===== src/hdl/gpmp_defines.vh =====
// Register offsets, reset values and field positions of the masked-access GPIO port
`ifndef GPMP_DEFINES_VH
`define GPMP_DEFINES_VH
`define GPMP_OFS_DIR      12'h400
`define GPMP_OFS_SENSE    12'h404
`define GPMP_OFS_BOTH     12'h408
`define GPMP_OFS_POL      12'h40C
`define GPMP_OFS_MASK     12'h410
`define GPMP_OFS_RAW      12'h414
`define GPMP_OFS_MIS      12'h418
`define GPMP_OFS_CLR      12'h41C
`define GPMP_OFS_ALT      12'h420
`define GPMP_OFS_DRV2     12'h500
`define GPMP_OFS_DRV4     12'h504
`define GPMP_OFS_DRV8     12'h508
`define GPMP_OFS_ODR      12'h50C
`define GPMP_OFS_PUR      12'h510
`define GPMP_OFS_PDR      12'h514
`define GPMP_OFS_SLR      12'h518
`define GPMP_OFS_DEN      12'h51C
`define GPMP_OFS_ID_BASE  12'hFD0
`define GPMP_DATA_LIMIT   12'h400
`define GPMP_MASK_LSB     2
`define GPMP_RST_ZERO     8'h00
`define GPMP_RST_DRV2     8'hFF
`define GPMP_RST_PUR      8'hFF
`define GPMP_RST_DEN      8'hFF
`define GPMP_ADC_PIN      4
`endif


===== src/hdl/gpmp_port.v =====
// Eight-pin general-purpose I/O port with address-masked data access, Wishbone slave
//
// Contract
// - Reset: all pins software inputs; debug-port pins reset with alternate select one.
// - Power-on and external reset both restore defaults, debug pins included.
// - Data register spans 256 words; address bits 9:2 form bit mask.
// - Data write changes only bits whose address mask bit is one.
// - Data read returns masked bits; unmasked bits read zero.
// - One direction bit per pin selects input or output.
// - Direction one means output, zero means input.
// - Data read gives written value for outputs, pin level for inputs.
// - One interrupt output, high when any enabled pin condition active.
// - Edge interrupts stay latched until software clears them.
// - Sense bit zero selects edge, one selects level detection.
// - Both-edges bit one detects either edge, ignoring polarity.
// - Polarity zero means low or falling, one means high or rising.
// - Mask bit zero blocks pin condition, one passes it.
// - Raw status shows every pin meeting its condition, mask ignored.
// - Masked status shows raw conditions whose mask bit is one.
// - Writing one to clear register clears latched interrupt; zero no effect.
// - Changing sense settings may raise spurious interrupts; mask first.
// - Unmasked converter-trigger pin condition also drives converter trigger.
// - Alternate select one hands output, enable and input to peripheral.
// - Read-only identification registers hold fixed values from reset.
`include "gpmp_defines.vh"

module gpmp_port #(
  parameter [7:0]  ALT_RESET  = 8'h00,
  parameter [31:0] ID_WORD_0  = 32'h0000_0000, // Arbitrary identification value
  parameter [31:0] ID_WORD_1  = 32'h0000_0000, // Arbitrary identification value
  parameter [31:0] ID_WORD_2  = 32'h0000_0000, // Arbitrary identification value
  parameter [31:0] ID_WORD_3  = 32'h0000_0000, // Arbitrary identification value
  parameter        TRIG_EN    = 1
) (
  input  wire        clk_i,
  input  wire        rst_i,
  input  wire        wb_cyc_i,
  input  wire        wb_stb_i,
  input  wire        wb_we_i,
  input  wire [11:0] wb_adr_i,
  input  wire [3:0]  wb_sel_i,
  input  wire [31:0] wb_dat_i,
  output reg  [31:0] wb_dat_o,
  output reg         wb_ack_o,
  input  wire [7:0]  pin_i,
  output reg  [7:0]  pin_o,
  output reg  [7:0]  pin_oe_o,
  input  wire [7:0]  alt_out_i,
  input  wire [7:0]  alt_oe_i,
  output reg  [7:0]  alt_in_o,
  output reg  [7:0]  digital_input_enable_o,
  output reg  [7:0]  open_drain_select_o,
  output reg  [7:0]  pull_up_select_o,
  output reg  [7:0]  pull_down_select_o,
  output reg  [7:0]  drive_low_select_o,
  output reg  [7:0]  drive_mid_select_o,
  output reg  [7:0]  drive_high_select_o,
  output reg  [7:0]  slew_control_select_o,
  output reg         irq_o,
  output reg         converter_trigger_o
);

  // ------------------------------------------------------------
  // Registers
  // ------------------------------------------------------------
  reg  [7:0] pin_data_reg;
  reg  [7:0] pin_direction_reg;
  reg  [7:0] alt_function_select_reg;
  reg  [7:0] irq_sense_select_reg;
  reg  [7:0] irq_both_edges_reg;
  reg  [7:0] irq_event_polarity_reg;
  reg  [7:0] irq_mask_enable_reg;
  reg  [7:0] edge_latch_reg;
  reg  [7:0] sync1_reg;
  reg  [7:0] sync2_reg;
  reg  [7:0] prev_reg;
  reg  [7:0] drv2_reg;
  reg  [7:0] drv4_reg;
  reg  [7:0] drv8_reg;
  reg  [7:0] odr_reg;
  reg  [7:0] pur_reg;
  reg  [7:0] pdr_reg;
  reg  [7:0] slr_reg;
  reg  [7:0] den_reg;

  wire       req     = wb_cyc_i & wb_stb_i & ~wb_ack_o;
  wire       wr_req  = req & wb_we_i & wb_sel_i[0];
  wire [7:0] addr_mask = wb_adr_i[`GPMP_MASK_LSB+7:`GPMP_MASK_LSB];

  // Word-aligned match; sub-word address bits ignored
  function hit;
    input [11:0] adr;
    input [11:0] ofs;
    begin
      hit = (adr[11:2] == ofs[11:2]);
    end
  endfunction

  wire data_hit = (wb_adr_i < `GPMP_DATA_LIMIT);

  // ------------------------------------------------------------
  // Input synchroniser and event detection
  // ------------------------------------------------------------
  always @(posedge clk_i) begin
    if (rst_i) begin
      sync1_reg <= `GPMP_RST_ZERO;
      sync2_reg <= `GPMP_RST_ZERO;
      prev_reg  <= `GPMP_RST_ZERO;
    end else begin
      sync1_reg <= pin_i;
      sync2_reg <= sync1_reg;
      prev_reg  <= sync2_reg;
    end
  end

  wire [7:0] rise = sync2_reg & ~prev_reg;
  wire [7:0] fall = ~sync2_reg & prev_reg;
  wire [7:0] edge_hit;
  wire [7:0] level_hit;
  wire [7:0] raw_status;
  wire [7:0] masked_status;

  genvar g;
  generate
    for (g = 0; g < 8; g = g + 1) begin : g_det
      // Both-edges overrides polarity
      assign edge_hit[g]  = irq_both_edges_reg[g] ? (rise[g] | fall[g]) :
                            (irq_event_polarity_reg[g] ? rise[g] : fall[g]);
      assign level_hit[g] = irq_event_polarity_reg[g] ? sync2_reg[g] : ~sync2_reg[g];
      // Level status is live, never latched; source must hold it
      assign raw_status[g] = irq_sense_select_reg[g] ? level_hit[g]
                                                     : edge_latch_reg[g];
    end
  endgenerate

  assign masked_status = raw_status & irq_mask_enable_reg;

  // ------------------------------------------------------------
  // Register writes
  // ------------------------------------------------------------
  wire [7:0] clr_bits = (wr_req && hit(wb_adr_i, `GPMP_OFS_CLR)) ? wb_dat_i[7:0] : 8'h00;

  always @(posedge clk_i) begin
    // Any reset source lands here, debug pins included
    if (rst_i) begin
      pin_data_reg   <= `GPMP_RST_ZERO;
      edge_latch_reg <= `GPMP_RST_ZERO;
    end else begin
      // New edge wins over a clear in the same cycle
      edge_latch_reg <= (edge_latch_reg & ~clr_bits) | edge_hit;
      if (wr_req && data_hit) begin
        pin_data_reg <= (pin_data_reg & ~addr_mask) | (wb_dat_i[7:0] & addr_mask);
      end
    end
  end

  always @(posedge clk_i) begin
    if (rst_i) begin
      pin_direction_reg <= `GPMP_RST_ZERO;
    end else if (wr_req && hit(wb_adr_i, `GPMP_OFS_DIR)) begin
      pin_direction_reg <= wb_dat_i[7:0];
    end
  end

  // Debug pins come out of any reset owned by their peripheral
  always @(posedge clk_i) begin
    if (rst_i) begin
      alt_function_select_reg <= ALT_RESET;
    end else if (wr_req && hit(wb_adr_i, `GPMP_OFS_ALT)) begin
      alt_function_select_reg <= wb_dat_i[7:0];
    end
  end

  // ------------------------------------------------------------
  // Interrupt configuration registers
  // ------------------------------------------------------------
  // No guard against live changes; software masks first
  always @(posedge clk_i) begin
    if (rst_i) begin
      irq_sense_select_reg <= `GPMP_RST_ZERO;
    end else if (wr_req && hit(wb_adr_i, `GPMP_OFS_SENSE)) begin
      irq_sense_select_reg <= wb_dat_i[7:0];
    end
  end

  always @(posedge clk_i) begin
    if (rst_i) begin
      irq_both_edges_reg <= `GPMP_RST_ZERO;
    end else if (wr_req && hit(wb_adr_i, `GPMP_OFS_BOTH)) begin
      irq_both_edges_reg <= wb_dat_i[7:0];
    end
  end

  always @(posedge clk_i) begin
    if (rst_i) begin
      irq_event_polarity_reg <= `GPMP_RST_ZERO;
    end else if (wr_req && hit(wb_adr_i, `GPMP_OFS_POL)) begin
      irq_event_polarity_reg <= wb_dat_i[7:0];
    end
  end

  always @(posedge clk_i) begin
    if (rst_i) begin
      irq_mask_enable_reg <= `GPMP_RST_ZERO;
    end else if (wr_req && hit(wb_adr_i, `GPMP_OFS_MASK)) begin
      irq_mask_enable_reg <= wb_dat_i[7:0];
    end
  end

  // ------------------------------------------------------------
  // Pad configuration registers
  // ------------------------------------------------------------
  always @(posedge clk_i) begin
    if (rst_i) begin
      drv2_reg <= `GPMP_RST_DRV2;
    end else if (wr_req && hit(wb_adr_i, `GPMP_OFS_DRV2)) begin
      drv2_reg <= wb_dat_i[7:0];
    end
  end

  always @(posedge clk_i) begin
    if (rst_i) begin
      drv4_reg <= `GPMP_RST_ZERO;
    end else if (wr_req && hit(wb_adr_i, `GPMP_OFS_DRV4)) begin
      drv4_reg <= wb_dat_i[7:0];
    end
  end

  always @(posedge clk_i) begin
    if (rst_i) begin
      drv8_reg <= `GPMP_RST_ZERO;
    end else if (wr_req && hit(wb_adr_i, `GPMP_OFS_DRV8)) begin
      drv8_reg <= wb_dat_i[7:0];
    end
  end

  always @(posedge clk_i) begin
    if (rst_i) begin
      odr_reg <= `GPMP_RST_ZERO;
    end else if (wr_req && hit(wb_adr_i, `GPMP_OFS_ODR)) begin
      odr_reg <= wb_dat_i[7:0];
    end
  end

  always @(posedge clk_i) begin
    if (rst_i) begin
      pur_reg <= `GPMP_RST_PUR;
    end else if (wr_req && hit(wb_adr_i, `GPMP_OFS_PUR)) begin
      pur_reg <= wb_dat_i[7:0];
    end
  end

  always @(posedge clk_i) begin
    if (rst_i) begin
      pdr_reg <= `GPMP_RST_ZERO;
    end else if (wr_req && hit(wb_adr_i, `GPMP_OFS_PDR)) begin
      pdr_reg <= wb_dat_i[7:0];
    end
  end

  always @(posedge clk_i) begin
    if (rst_i) begin
      slr_reg <= `GPMP_RST_ZERO;
    end else if (wr_req && hit(wb_adr_i, `GPMP_OFS_SLR)) begin
      slr_reg <= wb_dat_i[7:0];
    end
  end

  // Digital input enable resets set, so pins work as digital by default
  always @(posedge clk_i) begin
    if (rst_i) begin
      den_reg <= `GPMP_RST_DEN;
    end else if (wr_req && hit(wb_adr_i, `GPMP_OFS_DEN)) begin
      den_reg <= wb_dat_i[7:0];
    end
  end

  // ------------------------------------------------------------
  // Read mux
  // ------------------------------------------------------------
  // Outputs read back the latch, inputs the synchronised level
  wire [7:0] data_view = (pin_direction_reg & pin_data_reg) |
                         (~pin_direction_reg & sync2_reg);
  reg  [31:0] rd_next;

  always @* begin
    rd_next = 32'h0000_0000;
    if (data_hit) begin
      rd_next = {24'h00_0000, data_view & addr_mask};
    end else if (hit(wb_adr_i, `GPMP_OFS_DIR)) begin
      rd_next = {24'h00_0000, pin_direction_reg};
    end else if (hit(wb_adr_i, `GPMP_OFS_SENSE)) begin
      rd_next = {24'h00_0000, irq_sense_select_reg};
    end else if (hit(wb_adr_i, `GPMP_OFS_BOTH)) begin
      rd_next = {24'h00_0000, irq_both_edges_reg};
    end else if (hit(wb_adr_i, `GPMP_OFS_POL)) begin
      rd_next = {24'h00_0000, irq_event_polarity_reg};
    end else if (hit(wb_adr_i, `GPMP_OFS_MASK)) begin
      rd_next = {24'h00_0000, irq_mask_enable_reg};
    end else if (hit(wb_adr_i, `GPMP_OFS_RAW)) begin
      rd_next = {24'h00_0000, raw_status};
    end else if (hit(wb_adr_i, `GPMP_OFS_MIS)) begin
      rd_next = {24'h00_0000, masked_status};
    end else if (hit(wb_adr_i, `GPMP_OFS_ALT)) begin
      rd_next = {24'h00_0000, alt_function_select_reg};
    end else if (hit(wb_adr_i, `GPMP_OFS_DRV2)) begin
      rd_next = {24'h00_0000, drv2_reg};
    end else if (hit(wb_adr_i, `GPMP_OFS_DRV4)) begin
      rd_next = {24'h00_0000, drv4_reg};
    end else if (hit(wb_adr_i, `GPMP_OFS_DRV8)) begin
      rd_next = {24'h00_0000, drv8_reg};
    end else if (hit(wb_adr_i, `GPMP_OFS_ODR)) begin
      rd_next = {24'h00_0000, odr_reg};
    end else if (hit(wb_adr_i, `GPMP_OFS_PUR)) begin
      rd_next = {24'h00_0000, pur_reg};
    end else if (hit(wb_adr_i, `GPMP_OFS_PDR)) begin
      rd_next = {24'h00_0000, pdr_reg};
    end else if (hit(wb_adr_i, `GPMP_OFS_SLR)) begin
      rd_next = {24'h00_0000, slr_reg};
    end else if (hit(wb_adr_i, `GPMP_OFS_DEN)) begin
      rd_next = {24'h00_0000, den_reg};
    end else if (hit(wb_adr_i, `GPMP_OFS_ID_BASE + 12'h010)) begin
      rd_next = ID_WORD_0;
    end else if (hit(wb_adr_i, `GPMP_OFS_ID_BASE + 12'h014)) begin
      rd_next = ID_WORD_1;
    end else if (hit(wb_adr_i, `GPMP_OFS_ID_BASE + 12'h018)) begin
      rd_next = ID_WORD_2;
    end else if (hit(wb_adr_i, `GPMP_OFS_ID_BASE + 12'h01C)) begin
      rd_next = ID_WORD_3;
    end
  end

  // ------------------------------------------------------------
  // Bus answer and pin outputs
  // ------------------------------------------------------------
  // One-cycle answer; unmapped addresses still ack, read zero
  always @(posedge clk_i) begin
    if (rst_i) begin
      wb_ack_o <= 1'b0;
      wb_dat_o <= 32'h0000_0000;
    end else begin
      wb_ack_o <= req;
      wb_dat_o <= req ? rd_next : 32'h0000_0000;
    end
  end

  always @(posedge clk_i) begin
    if (rst_i) begin
      pin_o                  <= `GPMP_RST_ZERO;
      pin_oe_o               <= `GPMP_RST_ZERO;
      alt_in_o               <= `GPMP_RST_ZERO;
      irq_o                  <= 1'b0;
      converter_trigger_o    <= 1'b0;
      digital_input_enable_o <= `GPMP_RST_DEN;
      open_drain_select_o    <= `GPMP_RST_ZERO;
      pull_up_select_o       <= `GPMP_RST_PUR;
      pull_down_select_o     <= `GPMP_RST_ZERO;
      drive_low_select_o     <= `GPMP_RST_DRV2;
      drive_mid_select_o     <= `GPMP_RST_ZERO;
      drive_high_select_o    <= `GPMP_RST_ZERO;
      slew_control_select_o  <= `GPMP_RST_ZERO;
    end else begin
      pin_o    <= (alt_function_select_reg & alt_out_i) |
                  (~alt_function_select_reg & pin_data_reg);
      pin_oe_o <= (alt_function_select_reg & alt_oe_i) |
                  (~alt_function_select_reg & pin_direction_reg);
      alt_in_o <= sync2_reg & alt_function_select_reg;
      irq_o    <= |masked_status;
      // Only the designated trigger pin; other ports pass TRIG_EN=0
      converter_trigger_o <= (TRIG_EN != 0) & masked_status[`GPMP_ADC_PIN];
      digital_input_enable_o <= den_reg;
      open_drain_select_o    <= odr_reg;
      pull_up_select_o       <= pur_reg;
      pull_down_select_o     <= pdr_reg;
      drive_low_select_o     <= drv2_reg;
      drive_mid_select_o     <= drv4_reg;
      drive_high_select_o    <= drv8_reg;
      slew_control_select_o  <= slr_reg;
    end
  end

endmodule // gpmp_port


===== config.mk =====
export PLATFORM = sky130hd
export DESIGN_NAME = gpmp_port
export DESIGN_NICKNAME = d
export VERILOG_FILES = /design/src/hdl/gpmp_port.v
export VERILOG_INCLUDE_DIRS = /design/src /design/src/hdl
export SDC_FILE = /design/constraint.sdc
export NUM_CORES = 1
export LEC_CHECK = 0
export BUFFER_PORTS_ARGS = -buffer_cell sky130_fd_sc_hd__buf_2
export CAP_MARGIN = 20
export CORE_MARGIN = 3
export CORE_UTILIZATION = 50
export CTS_BUF_LIST = sky130_fd_sc_hd__clkbuf_4
export DETAILED_ROUTE_END_ITERATION = 10
export GPL_TIMING_DRIVEN = 1
export PLACE_DENSITY_LB_ADDON = 0.25
export SLEW_MARGIN = 20
export SYNTH_ARGS = -nofsm -noshare
export SYNTH_HDL_FRONTEND = slang
export SYNTH_SLANG_ARGS = --single-unit

===== constraint.sdc =====
create_clock -name clk_i -period 5.6 [get_ports clk_i]
set_input_delay 0.84 -clock clk_i [delete_from_list [all_inputs] [get_ports clk_i]]
set_output_delay 0.84 -clock clk_i [all_outputs]
set_load 0.02 [all_outputs]

==> impl.org <==
** GRT
- The number of global-route vias before repair was 9,044.
- The first global-routing pass estimated 51.34 mm of wire.
- The number of antenna violations at the first check in global routing was 1.
- Entering global routing, the biggest net connects 108 pins.
- Global routing used 27.53% of the available tracks across all layers.
- Remaining global-route overflow :: 0

** Logic synthesis
- Yosys cell types :: 68
- Most numerous cell in the Yosys netlist :: sky130_fd_sc_hd__dfxtp_1
- Largest family of logic cells by synthesized area :: simple AND/OR/NAND/NOR gates
- Post-synthesis share of cell area spent on and, or, nand and nor gates :: 23.00%
- Total of warnings raised by yosys :: 0
- Mapped cell area :: 0.01072 mm^2
- Of the post-synthesis cell area, the dominant cell type holds 46.88%.
- Async set-or-reset flop fraction in the synthesized netlist :: 0%
- Post-synth EDFFs :: 0
- A synthesized cell averages 8.844 um^2.
- Fraction of synthesized cell area in xor and xnor cells :: 0.6537%
- Share of synthesized area spent on multiplexers :: 6.443%
- Counting instances in the post-synthesis netlist gives the leading cell types as sky130_fd_sc_hd__dfxtp_1, sky130_fd_sc_hd__nand2_1, sky130_fd_sc_hd__a21oi_1.
- After synthesis the netlist holds a flip-flop and latch count of 251.
- Dominant cell type by area after synthesis :: sky130_fd_sc_hd__dfxtp_1
- Primary flip-flop cell chosen by synthesis mapping :: sky130_fd_sc_hd__dfxtp_1
- The cell count after synthesis came out at 1,212.
- Area fraction in compound gates after synthesis :: 15.62%
- Yosys attributes the largest share of cell area to sky130_fd_sc_hd__dfxtp_1, sky130_fd_sc_hd__mux2i_1, sky130_fd_sc_hd__a21oi_1.
- Fraction of the mapped netlist area in adder cells :: 1.868%
- The share of the Yosys chip area taken by registers is 46.88%.

** Timing
- RSZ-0062 raised after global routing :: false
- Max Fclk :: 345.7 MHz
- The worst path uses 51.66% of the clock period.
- In the final timing run, aggregate negative setup slack is 0 ns.
- Setup slack after layout :: 2.707 ns
- Slew at the pin with the worst max-slew slack :: 1.015 ns
- Hold Fails Final Rpt :: 0
- Final-report setup violation count :: 0
- The total count of max-transition violations in the final report came to 0.
- Relative slew margins :: 31.77%
- Period minus WS final :: 2.893 ns
- The clock arrives with 0.04728 ns of skew.

** Job
- Max-cap violations in this run came to 0.

** Layout
- Nets@finish :: 1,451
- Relative to the synthesized area, the layout overhead comes to 14.60%.
- Count of placed standard cells in the final layout, fillers left out :: 1,669
- Share of final-layout standard cells stronger than drive strength 1 :: 22.19%

** Power and ir drop
- Share of total power in combinational logic :: 6.2%
- The completed layout was analyzed and its total power is 3.521 mW.
- Part of the total power dissipated in the clock network :: 42.6%
- Of the total power, registers draw 51.1%.
- Sw power :: 0.8437 mW
- VDD sags by at most 0.1890 mV.
- In this run switching power makes up 23.96% of total power.
- Power spread over the standard cell area amounts to 286.7 mW/mm^2.
- Internal power comes to 2.678 mW.
- Pleak :: 4.927 nW

** Critical path
- Data arrives at the worst endpoint at 3.44 ns.
- Category of the worst setup path capture point :: flop
- Of all nets on the critical path, the largest fanout is 34.
- Worst-case register-to-register setup slack :: 3.12 ns
- For the worst flop-to-flop path, the logic depth is 7.
- Setup CP Type :: primary input to flop
- Category of the worst setup path launch point :: primary input
- Reg-to-Reg Start :: wb_ack_o
- CP startpoint :: wb_adr_i[4]
- Required time of the critical path :: 6.15 ns
- The endpoint identified for the worst register-to-register timing path is irq_event_polarity_reg[5].

** Routing
- After detailed routing, the total wire length is 33.42 mm.
- Final antenna-violating net count :: 0
- The first TritonRoute pass finished after 5 iterations.
- After detailed routing, the average wire length per cell comes to 20.02 um.
- In the routed design, unresolved DRC markers number 0.
- For this block, the initial DRC count from the detailed router was 920.
- Dividing the detail-routed via count by the number of cells gives 5.693.
- Vias after detailed routing :: 9,502

** Clock tree
- Number of sinks driven by the clock tree :: 251
- Post-CTS resize count :: 0
- The later pin in the worst-skew pair is clocked with a latency of 0.68 ns.
- Number of hold-repair buffers added at the cts stage :: 0
- Counting along the longest clock path gives a buffer depth of 3.
- After clock tree synthesis, the clock-pin slew on the worst setup and hold paths is 0.07 ns.
- Clock tree from TritonCTS :: built
- TritonCTS buffer count :: 60
- CTS H-tree depth :: 2
- Setup bufs post-CTS :: 0
- CTS placed an instance of sky130_fd_sc_hd__clkbuf_4 at the clock tree root.

** Min path
- Hold path startpoint :: pin_i[7]
- Cells on Worst Hold Path :: 2
- The worst hold path belongs to the class primary input to flop.
- Min-Delay Endpoint :: sync1_reg[7]

** Die
- The initial utilization of the core area, before any placement, comes to 51.97%.
- In this run the standard cell core region covers 0.02062 mm^2.
- Placement Rows :: 52
- Die width :: 152.4 um
- Measured along the y axis, the die boundary spans 152.4 um.
- Die area :: 0.02323 mm^2
- Num ports :: 200

** Outcome
- The flow ran to the end, and the final reports show no timing, DRC or antenna violations.

** Placed design
- Placed insts :: 1,566
- DP Wirelength :: 23.22 mm
- Routability-driven placement finished with a final weighted congestion of 1.003.
- Number of buffers added on ports :: 146
- Prior to clock tree synthesis, the placed netlist has a worst setup slack of 2.163 ns.
## power groups by stage
stage               Clock (mW)  Sequential [mW]  Combinational [mW]
finish                    1.50             1.80               0.220
global route              1.64             1.80               0.234
CTS                       1.54             1.80               0.214
detailed placement           0             1.84               0.213
global placement             0             1.84               0.212
floorplan                    0             1.84               0.150
## layer usage
metal | global-route usage, % | up-vias | share of wire [%]
met2 | 45.58 | 465 | 47
met1 | 35.83 | 4460 | 41
met4 | 9.631 | 0 | 3.6
li1 | - | 4489 | -
met3 | 5.879 | 88 | 8.1
met5 | 0 | - | 0
## worst max-delay path: stages
cell,delay (ns)
sky130_fd_sc_hd__buf_2,0.55
sky130_fd_sc_hd__nand2b_1,0.47
sky130_fd_sc_hd__nor2_1,0.66
sky130_fd_sc_hd__buf_4,0.31
sky130_fd_sc_hd__a21oi_1,0.08
sky130_fd_sc_hd__o31ai_1,0.09
sky130_fd_sc_hd__nand3_1,0.11
sky130_fd_sc_hd__a31oi_1,0.30
## worst max path at each step
stage,end,cells past startpoint
after global placement,irq_both_edges_reg[6],6
after floorplan,wb_dat_o[0],6
final,wb_dat_o[2],8
after detailed placement,irq_both_edges_reg[5],6
after global routing,wb_dat_o[3],9
after CTS,irq_both_edges_reg[6],6
## kinds of logic after synthesis
group,count (synthesis)
flip-flops,251
AO/OA/AOI/OAI,264
multiplexers,68
buffers and inverters,122
XOR/XNOR,8
other,1
adder cells (fa/ha/maj),16
AND/OR/NAND/NOR,482
## cell type report
type,instances,area (um^2)
diodes,2,5.005
well taps,270,337.8
multi-input cells,862,5199
fillers,1857,8341
clock inverters,10,95.09
clock buffers,91,683.2
inverters,20,75.07
repair buffers,163,864.6
flip-flops and latches,251,5025
## stage by stage
stage / hold slack, ns / area [um^2] / util [%]
2_1_floorplan: 0.4138 / 10810 / -
3_3_place_gp: 0.4164 / 11500 / 55.76
3_5_place_dp: 0.4212 / 11500 / 55.76
4_1_cts: 0.3453 / 12280 / 59.54
5_1_grt: 0.3405 / 12280 / 59.56
6_report: 0.3937 / 12280 / 59.56
## placed cells by master (no fill, tap or decap), types with 8 or more instances in the layout
master	Yosys	layout
sky130_fd_sc_hd__a211oi_1	11	11
sky130_fd_sc_hd__and3_1	20	20
sky130_fd_sc_hd__mux2i_1	60	60
sky130_fd_sc_hd__o31ai_1	8	8
sky130_fd_sc_hd__a211o_1	26	26
sky130_fd_sc_hd__or2_2	26	26
sky130_fd_sc_hd__inv_1	19	19
sky130_fd_sc_hd__nor2b_1	83	83
sky130_fd_sc_hd__buf_4	28	17
sky130_fd_sc_hd__and2_1	8	8
sky130_fd_sc_hd__nor2_1	86	85
sky130_fd_sc_hd__mux2_2	8	8
sky130_fd_sc_hd__xnor2_1	8	8
sky130_fd_sc_hd__buf_2	22	145
sky130_fd_sc_hd__conb_1	1	24
sky130_fd_sc_hd__o22ai_1	10	10
sky130_fd_sc_hd__a21oi_1	117	117
sky130_fd_sc_hd__ha_1	16	16
sky130_fd_sc_hd__dfxtp_1	251	251
sky130_fd_sc_hd__o21ai_0	30	30
sky130_fd_sc_hd__clkbuf_4	0	91
sky130_fd_sc_hd__nand3_1	83	83
sky130_fd_sc_hd__nand2_1	133	133
(Power assumes the default switching activity.)
